File: src/include/gdo_pkg.sv
// gdo_pkg: shared constants and state type for the door opener controller
// assumes a single scan clock; tick timing derived from the clock rate below
package gdo_pkg;

    localparam int unsigned CLK_HZ          = 25_000_000;
    localparam int unsigned TICK_MS         = 100;
    // cycles per 0.1 s light-timer tick
    localparam int unsigned TICK_CYCLES     = (CLK_HZ / 1000) * TICK_MS;
    localparam int unsigned LIGHT_PRESET    = 1800;
    localparam int unsigned TICK_W          = 22;
    localparam int unsigned LIGHT_W         = 11;

    typedef enum logic [2:0] {
        DOOR_CLOSED_STATE,
        PRESS_TO_RAISE_STATE,
        RAISING_STATE,
        DOOR_OPEN_STATE,
        PRESS_TO_LOWER_STATE,
        LOWERING_STATE
    } gdo_state_t;

endpackage

File: src/verilog/gdo_light_timer.sv
// gdo_light_timer: safety-light process with its three-minute tick timer
// assumes i_set is a one-cycle pulse from the door sequence
`timescale 1ns/100ps
module gdo_light_timer
    import gdo_pkg::*;
#(
    parameter int unsigned TICK_LEN = TICK_CYCLES,
    parameter int unsigned PRESET   = LIGHT_PRESET
) (
    input  wire logic i_clk,
    input  wire logic i_reset,
    input  wire logic i_set,
    output logic      o_lamp,
    output logic      o_done
);
    logic               active_ff;
    logic               nxt_active;
    logic [TICK_W-1:0]  tick_cnt_ff;
    logic [TICK_W-1:0]  nxt_tick_cnt;
    logic [LIGHT_W-1:0] light_cnt_ff;
    logic [LIGHT_W-1:0] nxt_light_cnt;
    logic               tick_en;
    logic               done;

    assign tick_en = active_ff && (tick_cnt_ff == TICK_W'(TICK_LEN - 1));    // RULE18
    assign done    = (light_cnt_ff == LIGHT_W'(PRESET));

    always_comb begin
        nxt_active    = active_ff;
        nxt_tick_cnt  = tick_cnt_ff;
        nxt_light_cnt = light_cnt_ff;
        if (active_ff) begin
            // re-set while active and not yet done does not restart the count
            nxt_tick_cnt = tick_en ? '0 : tick_cnt_ff + 1'b1;               // RULE11
            if (tick_en && !done) begin
                nxt_light_cnt = light_cnt_ff + 1'b1;                      // RULE11
            end
            // clear on the way out so the idle timer always reads zero
            if (done) begin
                nxt_active    = 1'b0;                                     // RULE12
                nxt_tick_cnt  = '0;                                       // RULE17
                nxt_light_cnt = '0;                                       // RULE17
            end
        end else begin
            nxt_tick_cnt  = '0;                                           // RULE17
            nxt_light_cnt = '0;                                           // RULE17
        end
        // a set in the done cycle wins, re-lighting the lamp
        if (i_set && (!active_ff || done)) begin
            nxt_active    = 1'b1;                                         // RULE10
            nxt_tick_cnt  = '0;
            nxt_light_cnt = '0;
        end
    end

    always_ff @(posedge i_clk or posedge i_reset) begin
        if (i_reset) begin
            active_ff    <= 1'b0;                                         // RULE1
            tick_cnt_ff  <= '0;
            light_cnt_ff <= '0;
        end else begin
            active_ff    <= nxt_active;
            tick_cnt_ff  <= nxt_tick_cnt;
            light_cnt_ff <= nxt_light_cnt;
        end
    end

    assign o_lamp = active_ff;                                            // RULE11
    assign o_done = active_ff && done;
endmodule

File: src/verilog/gdo_door_ctrl.sv
// gdo_door_ctrl: single-button door opener sequence with safety light
// assumes all inputs synchronous to I_CLK; one clock edge equals one scan
//
// Contract
// RULE1: reset enters closed state, light off
// RULE2: closed: motors off, wait for press
// RULE3: press-to-raise: release starts raising and light
// RULE4: raise/lower commands track their states exactly
// RULE5: up limit ends raising into open
// RULE6: open: press then release starts lowering
// RULE7: down limit without obstruction closes door
// RULE8: obstruction while lowering goes press-to-raise
// RULE9: obstruction wins over down limit
// RULE10: light set independently, door unaffected
// RULE11: lamp on while light active, 1800 ticks
// RULE12: timer done turns light off
// RULE13: door sequence runs independent of light
// RULE14: obstruction held while object present
// RULE15: state outputs drop when state left
// RULE16: limit inputs only at end of travel
// RULE17: light timer cleared when idle, no restart
// RULE18: one evaluation per clock, tick enable
// RULE19: exactly one door state active
`timescale 1ns/100ps
module gdo_door_ctrl
    import gdo_pkg::*;
#(
    parameter int unsigned TICK_LEN = TICK_CYCLES,
    parameter int unsigned PRESET   = LIGHT_PRESET
) (
    input  wire logic I_CLK,
    input  wire logic I_RESET,
    input  wire logic I_DOOR_BUTTON_IN,
    input  wire logic I_UP_LIMIT_IN,
    input  wire logic I_DOWN_LIMIT_IN,
    input  wire logic I_OBSTRUCTION_IN,
    output logic      O_RAISE_CMD_OUT,
    output logic      O_LOWER_CMD_OUT,
    output logic      O_LAMP_OUT,
    output logic      O_LIGHT_TIMER_DONE
);
    import gdo_pkg::*;

    gdo_state_t state_ff;
    gdo_state_t nxt_state;
    logic       light_set;
    logic       nxt_raise;
    logic       nxt_lower;
    logic       raise_ff;
    logic       lower_ff;

    // one transition per scan; enum encodes a single active state
    always_comb begin                                                     // RULE19
        nxt_state = state_ff;
        light_set = 1'b0;
        unique case (state_ff)
            DOOR_CLOSED_STATE: begin
                if (I_DOOR_BUTTON_IN) begin
                    nxt_state = PRESS_TO_RAISE_STATE;                     // RULE2
                end
            end
            PRESS_TO_RAISE_STATE: begin
                if (!I_DOOR_BUTTON_IN) begin
                    nxt_state = RAISING_STATE;                            // RULE3
                    light_set = 1'b1;                                     // RULE10
                end
            end
            RAISING_STATE: begin
                if (I_UP_LIMIT_IN) begin
                    nxt_state = DOOR_OPEN_STATE;                          // RULE5
                end
            end
            DOOR_OPEN_STATE: begin
                if (I_DOOR_BUTTON_IN) begin
                    nxt_state = PRESS_TO_LOWER_STATE;                     // RULE6
                end
            end
            PRESS_TO_LOWER_STATE: begin
                if (!I_DOOR_BUTTON_IN) begin
                    nxt_state = LOWERING_STATE;                           // RULE6
                    light_set = 1'b1;                                     // RULE10
                end
            end
            LOWERING_STATE: begin
                // obstruction has priority; held by the sensor while blocked
                if (I_OBSTRUCTION_IN) begin
                    nxt_state = PRESS_TO_RAISE_STATE;                     // RULE8 RULE9 RULE14
                end else if (I_DOWN_LIMIT_IN) begin
                    nxt_state = DOOR_CLOSED_STATE;                        // RULE7
                end
            end
            default: begin
                nxt_state = DOOR_CLOSED_STATE;
            end
        endcase
        nxt_raise = (nxt_state == RAISING_STATE);                         // RULE4 RULE15
        nxt_lower = (nxt_state == LOWERING_STATE);                        // RULE4 RULE15
    end

    always_ff @(posedge I_CLK or posedge I_RESET) begin
        if (I_RESET) begin
            state_ff <= DOOR_CLOSED_STATE;                                // RULE1
            raise_ff <= 1'b0;
            lower_ff <= 1'b0;
        end else begin
            state_ff <= nxt_state;                                        // RULE18
            raise_ff <= nxt_raise;
            lower_ff <= nxt_lower;
        end
    end

    assign O_RAISE_CMD_OUT = raise_ff;
    assign O_LOWER_CMD_OUT = lower_ff;

    // light process runs beside the door sequence and never alters it
    gdo_light_timer #(
        .TICK_LEN (TICK_LEN),
        .PRESET   (PRESET)
    ) u_light (
        .i_clk   (I_CLK),
        .i_reset (I_RESET),
        .i_set   (light_set),                                             // RULE13
        .o_lamp  (O_LAMP_OUT),
        .o_done  (O_LIGHT_TIMER_DONE)
    );
endmodule

File: config.mk
export PLATFORM = sky130hd
export DESIGN_NAME = gdo_door_ctrl
export DESIGN_NICKNAME = d
export VERILOG_FILES = /design/src/include/gdo_pkg.sv /design/src/verilog/gdo_light_timer.sv /design/src/verilog/gdo_door_ctrl.sv
export SDC_FILE = /design/constraint.sdc
export NUM_CORES = 1
export LEC_CHECK = 0
export ABC_CLOCK_PERIOD_IN_PS = 2400
export BUFFER_PORTS_ARGS = -buffer_cell sky130_fd_sc_hd__buf_2
export CAP_MARGIN = 10
export CELL_PAD_IN_SITES_DETAIL_PLACEMENT = 1
export CELL_PAD_IN_SITES_GLOBAL_PLACEMENT = 1
export CORE_ASPECT_RATIO = 0.5
export CORE_UTILIZATION = 45
export DETAILED_ROUTE_END_ITERATION = 16
export GPL_TIMING_DRIVEN = 0
export PLACE_DENSITY = 0.72
export SLEW_MARGIN = 20
export SYNTH_ARGS = -nofsm -noshare
export SYNTH_HDL_FRONTEND = slang
export SYNTH_SLANG_ARGS = --single-unit
export TNS_END_PERCENT = 10
File: constraint.sdc
create_clock -name I_CLK -period 2.4 [get_ports I_CLK]
set_input_delay 0.48 -clock I_CLK [delete_from_list [all_inputs] [get_ports I_CLK]]
set_output_delay 0.48 -clock I_CLK [all_outputs]
set_load 0.005 [all_outputs]
* Word-level counts from Yosys, hierarchy flattened
Cells that the tools add are included. W data, S select, Z words.
Word-level totals: output and inout port bits 4, memory bits (read-only) 0, bits in latches 0, memories kept 0, RAM bits 0, word-level logic and storage cells 48, bits of input ports 6, bits in registers 39
Cells by class: reduce and logical (&&, ||, !) cells 9, order comparisons 0, $add $sub $neg 2, div/mod/pow operators 0, bitwise logic cells 0, equality and inequality tests 10, mux-type cells 21, multiply operators 0, shift-type cells 0
Operators by type and width (count):
- $mux W22 | 4
- $mux W11 | 4
- $add A22 B1 Y22 const B | 1
- $eq A22 B22 Y1 const B | 1
- $mux W3 | 7
- $pmux W3 S6 | 1
- $add A11 B1 Y11 const B | 1
- $eq A11 B11 Y1 const B | 1
- $eq A3 B2 Y1 const B | 3
- $eq A3 B3 Y1 const B | 3
- $mux W1 | 5
- $logic_and A1 B1 Y1 | 4
- $ne A4 B4 Y1 const B | 1
- $eq A3 B1 Y1 const B | 1
- $logic_not A3 Y1 | 1
- $logic_not A1 Y1 | 2
- $reduce_or A2 Y1 | 1
- $logic_or A1 B1 Y1 | 1

* Depth between registers and ports, before layout
Gate-level depths: netlist (run 1).
depth in word-level cells 7, gate-level depth with buffers 7, mapped depth without buffers 6

* Cells and area by module
From an unflattened synthesis (run 1), not the netlist that was laid out.
Second synthesis, totals: cell total of the unflattened synthesis 226, area total of the unflattened synthesis 2093.3 um^2
Modules (own cells, without submodules):
- gdo_light_timer | seq. area each 850.8 um^2, area each 1813.0 um^2, times used 1, cells an instance 194
- gdo_door_ctrl | seq. area each 125.1 um^2, area each 280.3 um^2, times used 1, cells an instance 32

* Least setup slack after synthesis (run 1)
No wires, ideal clock.
kind register to register, start register u_light.tick_cnt_ff[0], end register u_light.light_cnt_ff[8], setup slack 0.509 ns, data required time 2.322 ns, path buffers 1, cell stages (with the launch flop) 7, library setup time 0.078 ns, clock period less this slack 1.891 ns, arrival time 1.813 ns, cell sequence dfrtp_1 ha_1 and4_2 buf_2 nand4_1 or4_1 a21oi_1
On the way: cells in the longest elaborated chain, start to end 4
Ends and longest elaborated chain:
- start: declaration | line gdo_light_timer.sv:18 | logic [TICK_W-1:0] tick_cnt_ff;
- start signal: assignment | line gdo_light_timer.sv:63 | tick_cnt_ff <= nxt_tick_cnt;
- $eq A22 B22 Y1 | line gdo_light_timer.sv:25 | assign tick_en = active_ff && (tick_cnt_ff == TICK_W'(TICK_LEN - 1));
- $logic_and A1 B1 Y1 | line gdo_light_timer.sv:25
- $logic_and A1 B1 Y1 | line gdo_light_timer.sv:35 | if (tick_en && !done) begin
- $ne A4 B4 Y1 (no source line)
- end signal: assignment | line gdo_light_timer.sv:64 | light_cnt_ff <= nxt_light_cnt;
- end: declaration | line gdo_light_timer.sv:20 | logic [LIGHT_W-1:0] light_cnt_ff;
No other way between the ends. A chain may end at the register's enable or synchronous reset.

* Final worst setup path (run 1)
start register u_light.tick_cnt_ff[0], end register u_light.light_cnt_ff[7]
Same word-level chain as after synthesis.

==> metrics.txt, run 1 <==
Synth area leaders dfrtp_1, a21oi_1, xor2_1; IO buf count 9; Worst-Margin Slew 0.5625 ns; Fmax achieved between 400 and 500 MHz; routed len/inst about 17 um; Synth top area share 0.4564; Hold WC Path Type in -> async; DRT antenna net count 0; crit path max fanout 8; post-synthesis sequential area ratio 0.4564; final setup TNS 0 ns; unrepaired setup endpoints after global routing no; Max Buffers Root-to-Sink 2; Setup Viol. Count Final 0; antenna violations before repair 0; r2r setup slk roughly 0.17 ns; global route total overflow 0; Reg clk slew, reported paths about 0.08 ns; first-pass GRT wire length between 9000 and 10,000 um; Root Driver clkbuf_8; Die X slightly below 100 um; CP Capture Type flop; Placed Cells between 300 and 400; dominant synthesized flop cell dfrtp_1; Setup Skew 0.005108 ns; WL final around 5400 um; share of flip-flops with an asynchronous set or reset 1.000; R2R depth 6; die area approximately 5000 um^2; Cells after Synth 227; Setup Buffers After CTS 0; Worst Path Required about 2.6 ns; synthesized area per cell roughly 9.4 um^2; Peak VDD IR around 330 uV; Cell variety after synth 42; chip height a little over 50 um; Final Wtd Congestion 0.7626; layout cell share with drive strength beyond 1 0.1510; Post-synth EDFFs 0; headroom to the max-slew limit 0.6250; synthesized flop and latch total 39; Hold Fails Final Rpt 0; Layout area overhead 11.76%; DRC 0; Max Slew Vio Count 0; syn_nets between 200 and 250; I/O Pins 10; Setup Crit Path Kind reg -> reg; Core Box Area roughly 4500 um^2; num rows 17; Non-Filler Instances between 300 and 400; beginning of the critical path u_light.tick_cnt_ff[0]; H-tree levels 2; CP arrival about 2.4 ns; Setup crit start kind flop; Layout Nets roughly 250; Post-Syn Area ~2100 um^2; CTS buffer count 5; Leakage between 1 and 1.5 nW; vias in the first global route roughly 1,800; dpl hpwl approximately 4000 um; worst skew pair latency 0.29 ns; R2R Path Start u_light.tick_cnt_ff[0]; Post-synth top cells dfrtp_1, a21oi_1, nor2_1; yosys warns 0; fin crit share 0.9307; cell accounting for the most synthesized area dfrtp_1; most frequent cell after synthesis dfrtp_1; vias 1,807; largest net degree at the start of global routing 33; starting density of the core 0.4764; clock sink count 39; GRT Overall Usage 0.2381; TritonCTS clock tree built; RR Endpoint u_light.light_cnt_ff[7]; router iterations before antenna repair 4; starting DRC count in detailed routing between 70 and 80; power per cell area between 500 and 600 nW/um^2; min Tclk post-route ~2.2 ns; Max Cap Viol 0; Vias per Instance 5.810; outcome finished clean; # diodes 0
==> final cells by class <==
type	count	area, um^2
fillers	534	2098
flip-flops and latches	39	975.9
well taps	66	82.58
repair buffers	10	65.06
plain buffers	13	63.81
inverters	8	30.03
multi-input cells	167	1072
clock buffers	8	100.1
==> sequential cells by signal, indices dropped and copies added, names as in the netlist <==
name and flops:
u_light.tick_cnt_ff 22, u_light.light_cnt_ff 11, state_ff 3, O_LOWER_CMD_OUT 1
O_RAISE_CMD_OUT 1, u_light.o_lamp 1
==> routing by layer <==
layer	up-vias	wire [um]	track usage
met3	4	181	0.05014
met5	-	0	0
met4	0	21	0.03922
li1	871	-	-
met2	33	2460	0.3634
met1	899	2758	0.3525
==> cell families (layout without fill, tap and decap cells) <==
logic type                 count (synthesis)  in the layout  share of synthesized area
buffers and inverters                     21             39                    0.04330
adders and majority gates                  3              3                    0.01756
xor gates and xnor gates                  13             13                    0.05325
and+or+nand+nor                          104            104                     0.2996
DFF                                       39             39                     0.4564
muxes                                      1              1                   0.004681
AOI/OAI and AO/OA                         46             46                     0.1252
==> report_power, final <==
part           leakage, nW  internal, W  total [W]  switching (W)
sequential           0.519     0.000694   0.000723      0.0000292
clock               0.0515     0.000263   0.000496       0.000233
combinational        0.430    0.0000702   0.000155      0.0000847
==> worst max-delay path by stage <==
stage | end | slack [ns] | cells after the start
final | u_light.light_cnt_ff[7] | 0.17 | 6
after global routing | u_light.light_cnt_ff[10] | 0.04 | 6
after CTS | u_light.light_cnt_ff[2] | 0.14 | 6
after detailed placement | u_light.tick_cnt_ff[10] | -0.04 | 7
after global placement | u_light.tick_cnt_ff[9] | 0.02 | 7
after floorplan | u_light.light_cnt_ff[8] | 0.51 | 6
==> what timing repair did <==
action | in CTS | in global routing
hold buffers | 0 | 0
pin swaps | 0 | 0
gates resized for setup | 1 | 2
endpoints found under the setup margin | 7 | 8
==> critical path, cell delays in order, from the launching register on <==
cell and delay, ns:
dfrtp_1 0.49, ha_2 0.29, and4_2 0.23, buf_2 0.20, nand4_1 0.24, or4_1 0.54, a21oi_1 0.16
==> metrics by stage <==
step	power [W]	hold slack, ns	setup WS, ns	area (um^2)	utilization
3_3_place_gp	0.0008808	0.5350	0.02461	2266	0.5049
5_1_grt	0.001439	0.09092	0.03550	2390	0.5325
2_1_floorplan	0.0008397	0.4817	0.5086	2138	-
4_1_cts	0.001388	0.09238	0.1436	2387	0.5319
3_5_place_dp	0.0008944	0.4070	-0.04266	2286	0.5093
6_report	0.001374	0.08643	0.1663	2390	0.5325
==> cell usage in the layout (no fill, tap or decap), types with 2 or more instances in the layout <==
cell / netlist / routed
dfrtp_1: 39 / 39
a21oi_1: 18 / 18
nor2_1: 15 / 15
buf_2: 4 / 14
nand3_1: 13 / 13
o21ai_0: 13 / 13
nand2_1: 11 / 11
nand4_1: 11 / 11
o31ai_1: 10 / 10
or4_1: 10 / 10
or3_1: 9 / 9
xor2_1: 9 / 9
inv_1: 8 / 7
clkbuf_8: 0 / 7
clkbuf_1: 6 / 6
nor4b_1: 4 / 4
and3_1: 4 / 4
xnor2_1: 4 / 4
and4_1: 3 / 3
nor4_1: 3 / 3
nor2b_1: 3 / 3
and2_1: 3 / 3
and4_2: 2 / 2
buf_4: 2 / 2
nand2b_1: 2 / 2
nand3b_1: 2 / 2
ha_1: 3 / 2
Note: power is estimated with default switching activity, not from simulation.
==> run 2: changes to the inputs <==
Settings changed: CORE_UTILIZATION 45 to 47, PLACE_DENSITY 0.72 to 0.75, SETUP_SLACK_MARGIN set to 0.3.
==> run 2 against run 1 <==
- wire length rose by 8.7%
- via count is 4.6% higher
- sequential power about the same
- largest cell class unchanged
- highest routed layer unchanged
==> metrics.txt, run 2 (synthesis results as in run 1) <==
Setup Skew 0.008385 ns (was 0.005108 ns); DRC 0 (unchanged); beginning of the critical path u_light.tick_cnt_ff[1] (was u_light.tick_cnt_ff[0]); num rows 16 (was 17); Hold WC Path Type in -> async (unchanged); unrepaired setup endpoints after global routing yes (was no); Worst Path Required 2.60 ns (was 2.61 ns); R2R depth 6 (unchanged); DRT antenna net count 0 (unchanged); Fmax achieved 473.6 MHz (was 447.7 MHz); # diodes 0 (unchanged); DP Worst Slack -0.01784 ns (was -0.04266 ns); WL final 5896 um (was 5422 um); min Tclk post-route 2.112 ns (was 2.234 ns); Hold Fails Final Rpt 0 (unchanged); dpl hpwl 3817 um (was 3889 um); final setup TNS 0 ns (unchanged); slowest stage delay, CP 0.55 ns (was 0.54 ns); leading cell type in the layout, fill and taps excluded dfrtp_1 (unchanged); largest net degree at the start of global routing 22 (was 33); routed len/inst 19.21 um (was 17.43 um); Final Wtd Congestion 0.8243 (was 0.7626); router iterations before antenna repair 4 (unchanged); CP arrival 2.31 ns (was 2.44 ns); CP Capture Type flop (unchanged); Setup Crit Path Kind reg -> reg (unchanged); FF+latch area 978.4 um^2 (was 975.9 um^2); die area 4840 um^2 (was 5048 um^2); starting DRC count in detailed routing 78 (was 72); vias in the first global route 1,873 (was 1,821); Largest Register u_light.tick_cnt_ff (unchanged); Max Slew Vio Count 0 (unchanged); hold_buf cts 0 (unchanged); post-placement cell area 2278 um^2 (was 2286 um^2); clock sink count 39 (unchanged); fin crit share 0.8798 (was 0.9307); final instance area 2492 um^2 (was 2390 um^2); filler instances 480 (was 534); Placed Cells 291 (was 303); starting density of the core 0.5185 (was 0.4764); global route total overflow 0 (unchanged); number of flip-flops in the largest register 22 (unchanged); I/O Pins 10 (unchanged); headroom to the max-slew limit 0.6781 (was 0.6250); Setup crit start kind flop (unchanged); TritonCTS clock tree built (unchanged); RR Endpoint u_light.light_cnt_ff[9] (was u_light.light_cnt_ff[7]); vias 1,891 (was 1,807); critical path, cell by cell ha_4 -> and4_2 -> buf_4 -> nand4_1 -> or4_1 -> a21oi_1 (was ha_2 -> and4_2 -> buf_2 -> nand4_1 -> or4_1 -> a21oi_1); GRT Overall Usage 0.2561 (was 0.2381); outcome finished clean (unchanged); Layout Nets 263 (was 253); commonest cells after routing, fill and taps aside dfrtp_1, a21oi_1, nor2_1 (unchanged); r2r setup slk 0.29 ns (was 0.17 ns); H-tree levels 2 (unchanged); R2R Path Start u_light.tick_cnt_ff[1] (was u_light.tick_cnt_ff[0]); largest registers u_light.tick_cnt_ff (22), u_light.light_cnt_ff (11), state_ff (3) (unchanged); antenna violations before repair 0 (unchanged); Max Cap Viol 0 (unchanged); worst skew pair latency 0.30 ns (was 0.29 ns); Peak VDD IR 537.0 uV (was 325.1 uV); Root Driver clkbuf_8 (unchanged); Die X 97.39 um (was 99.49 um); chip height 49.70 um (was 50.75 um); IO buf count 9 (unchanged); crit path max fanout 7 (was 8); Worst-Margin Slew 0.4784 ns (was 0.5625 ns); layout cell share with drive strength beyond 1 0.2213 (was 0.1510); final worst slack 0.2884 ns (was 0.1663 ns); power per cell area 520.7 nW/um^2 (was 574.9 nW/um^2); Core Box Area 4124 um^2 (was 4488 um^2); Vias per Instance 6.160 (was 5.810); Power Total 0.001298 W (was 0.001374 W); Non-Filler Instances 307 (was 311); Setup Viol. Count Final 0 (unchanged); Leakage 1.049 nW (was 1.000 nW); Multi-input gate area 1121 um^2 (was 1072 um^2); Max Buffers Root-to-Sink 2 (unchanged); Layout area overhead 16.56% (was 11.76%); first-pass GRT wire length 9542 um (was 9163 um); Reg clk slew, reported paths 0.08 ns (about the same); Critical-path top delay cell or4_1 (unchanged); CTS buffer count 5 (unchanged)
==> run 2: changes by cell type in the layout (fill, tap and decap cells not counted), sizes merged <==
cell    before  now
buf         17   27
clkbuf      14   12
==> run 2: area by class of cell <==
cell class,count,share of cell area
tap,54,0.02711
timing repair buffer,20,0.05924
inverter,8,0.01205
buffer,13,0.03012
clock buffer,6,0.02912
multi-input combinational,167,0.4498
sequential,39,0.3926
==> run 2: metrics by stage <==
| step | hold slack, ns | util |
|---|---|---|
| 2_1_floorplan | 0.4817 | - |
| 3_3_place_gp | 0.5358 | 0.5458 |
| 3_5_place_dp | 0.5089 | 0.5525 |
| 4_1_cts | 0.1844 | 0.5798 |
| 5_1_grt | 0.2127 | 0.6044 |
| 6_report | 0.1794 | 0.6044 |
==> run 2: report_power, final <==
part	internal, W	total (W)	switching (W)
Sequential	0.000694	0.000723	0.0000289
Combinational	0.0000715	0.000157	0.0000857
Clock	0.000194	0.000418	0.000224
==> run 2: how the worst max path moves through the flow <==
| stage | end | slack (ns) | depth (start not counted) |
|---|---|---|---|
| after floorplan | u_light.light_cnt_ff[8] | 0.51 | 6 |
| after global placement | u_light.tick_cnt_ff[9] | 0.03 | 7 |
| after detailed placement | u_light.tick_cnt_ff[6] | -0.02 | 7 |
| after CTS | u_light.light_cnt_ff[8] | 0.32 | 7 |
| after global routing | u_light.light_cnt_ff[9] | 0.20 | 6 |
| final | u_light.light_cnt_ff[9] | 0.29 | 6 |
==> run 2: routing by layer <==
metal  track usage  routed length, um
met1        0.3602               2834
met2        0.3916               2665
met3       0.06383                335
met4       0.07843                 60
met5             0                  0
==> run 2: critical path, delay by kind of cell, from the launching register on <==
family	cells	cell delay, ns
compound gates	1	0.24
fa+ha+maj	1	0.18
buf+inv	1	0.16
flops	1	0.44
simple gates	3	1.00
==> run 2: repair_timing <==
action	4_1_cts	5_1_grt
setup endpoints to repair	27	30
pin swaps	1	4
gates resized for setup	6	18
buffers inserted	3	7
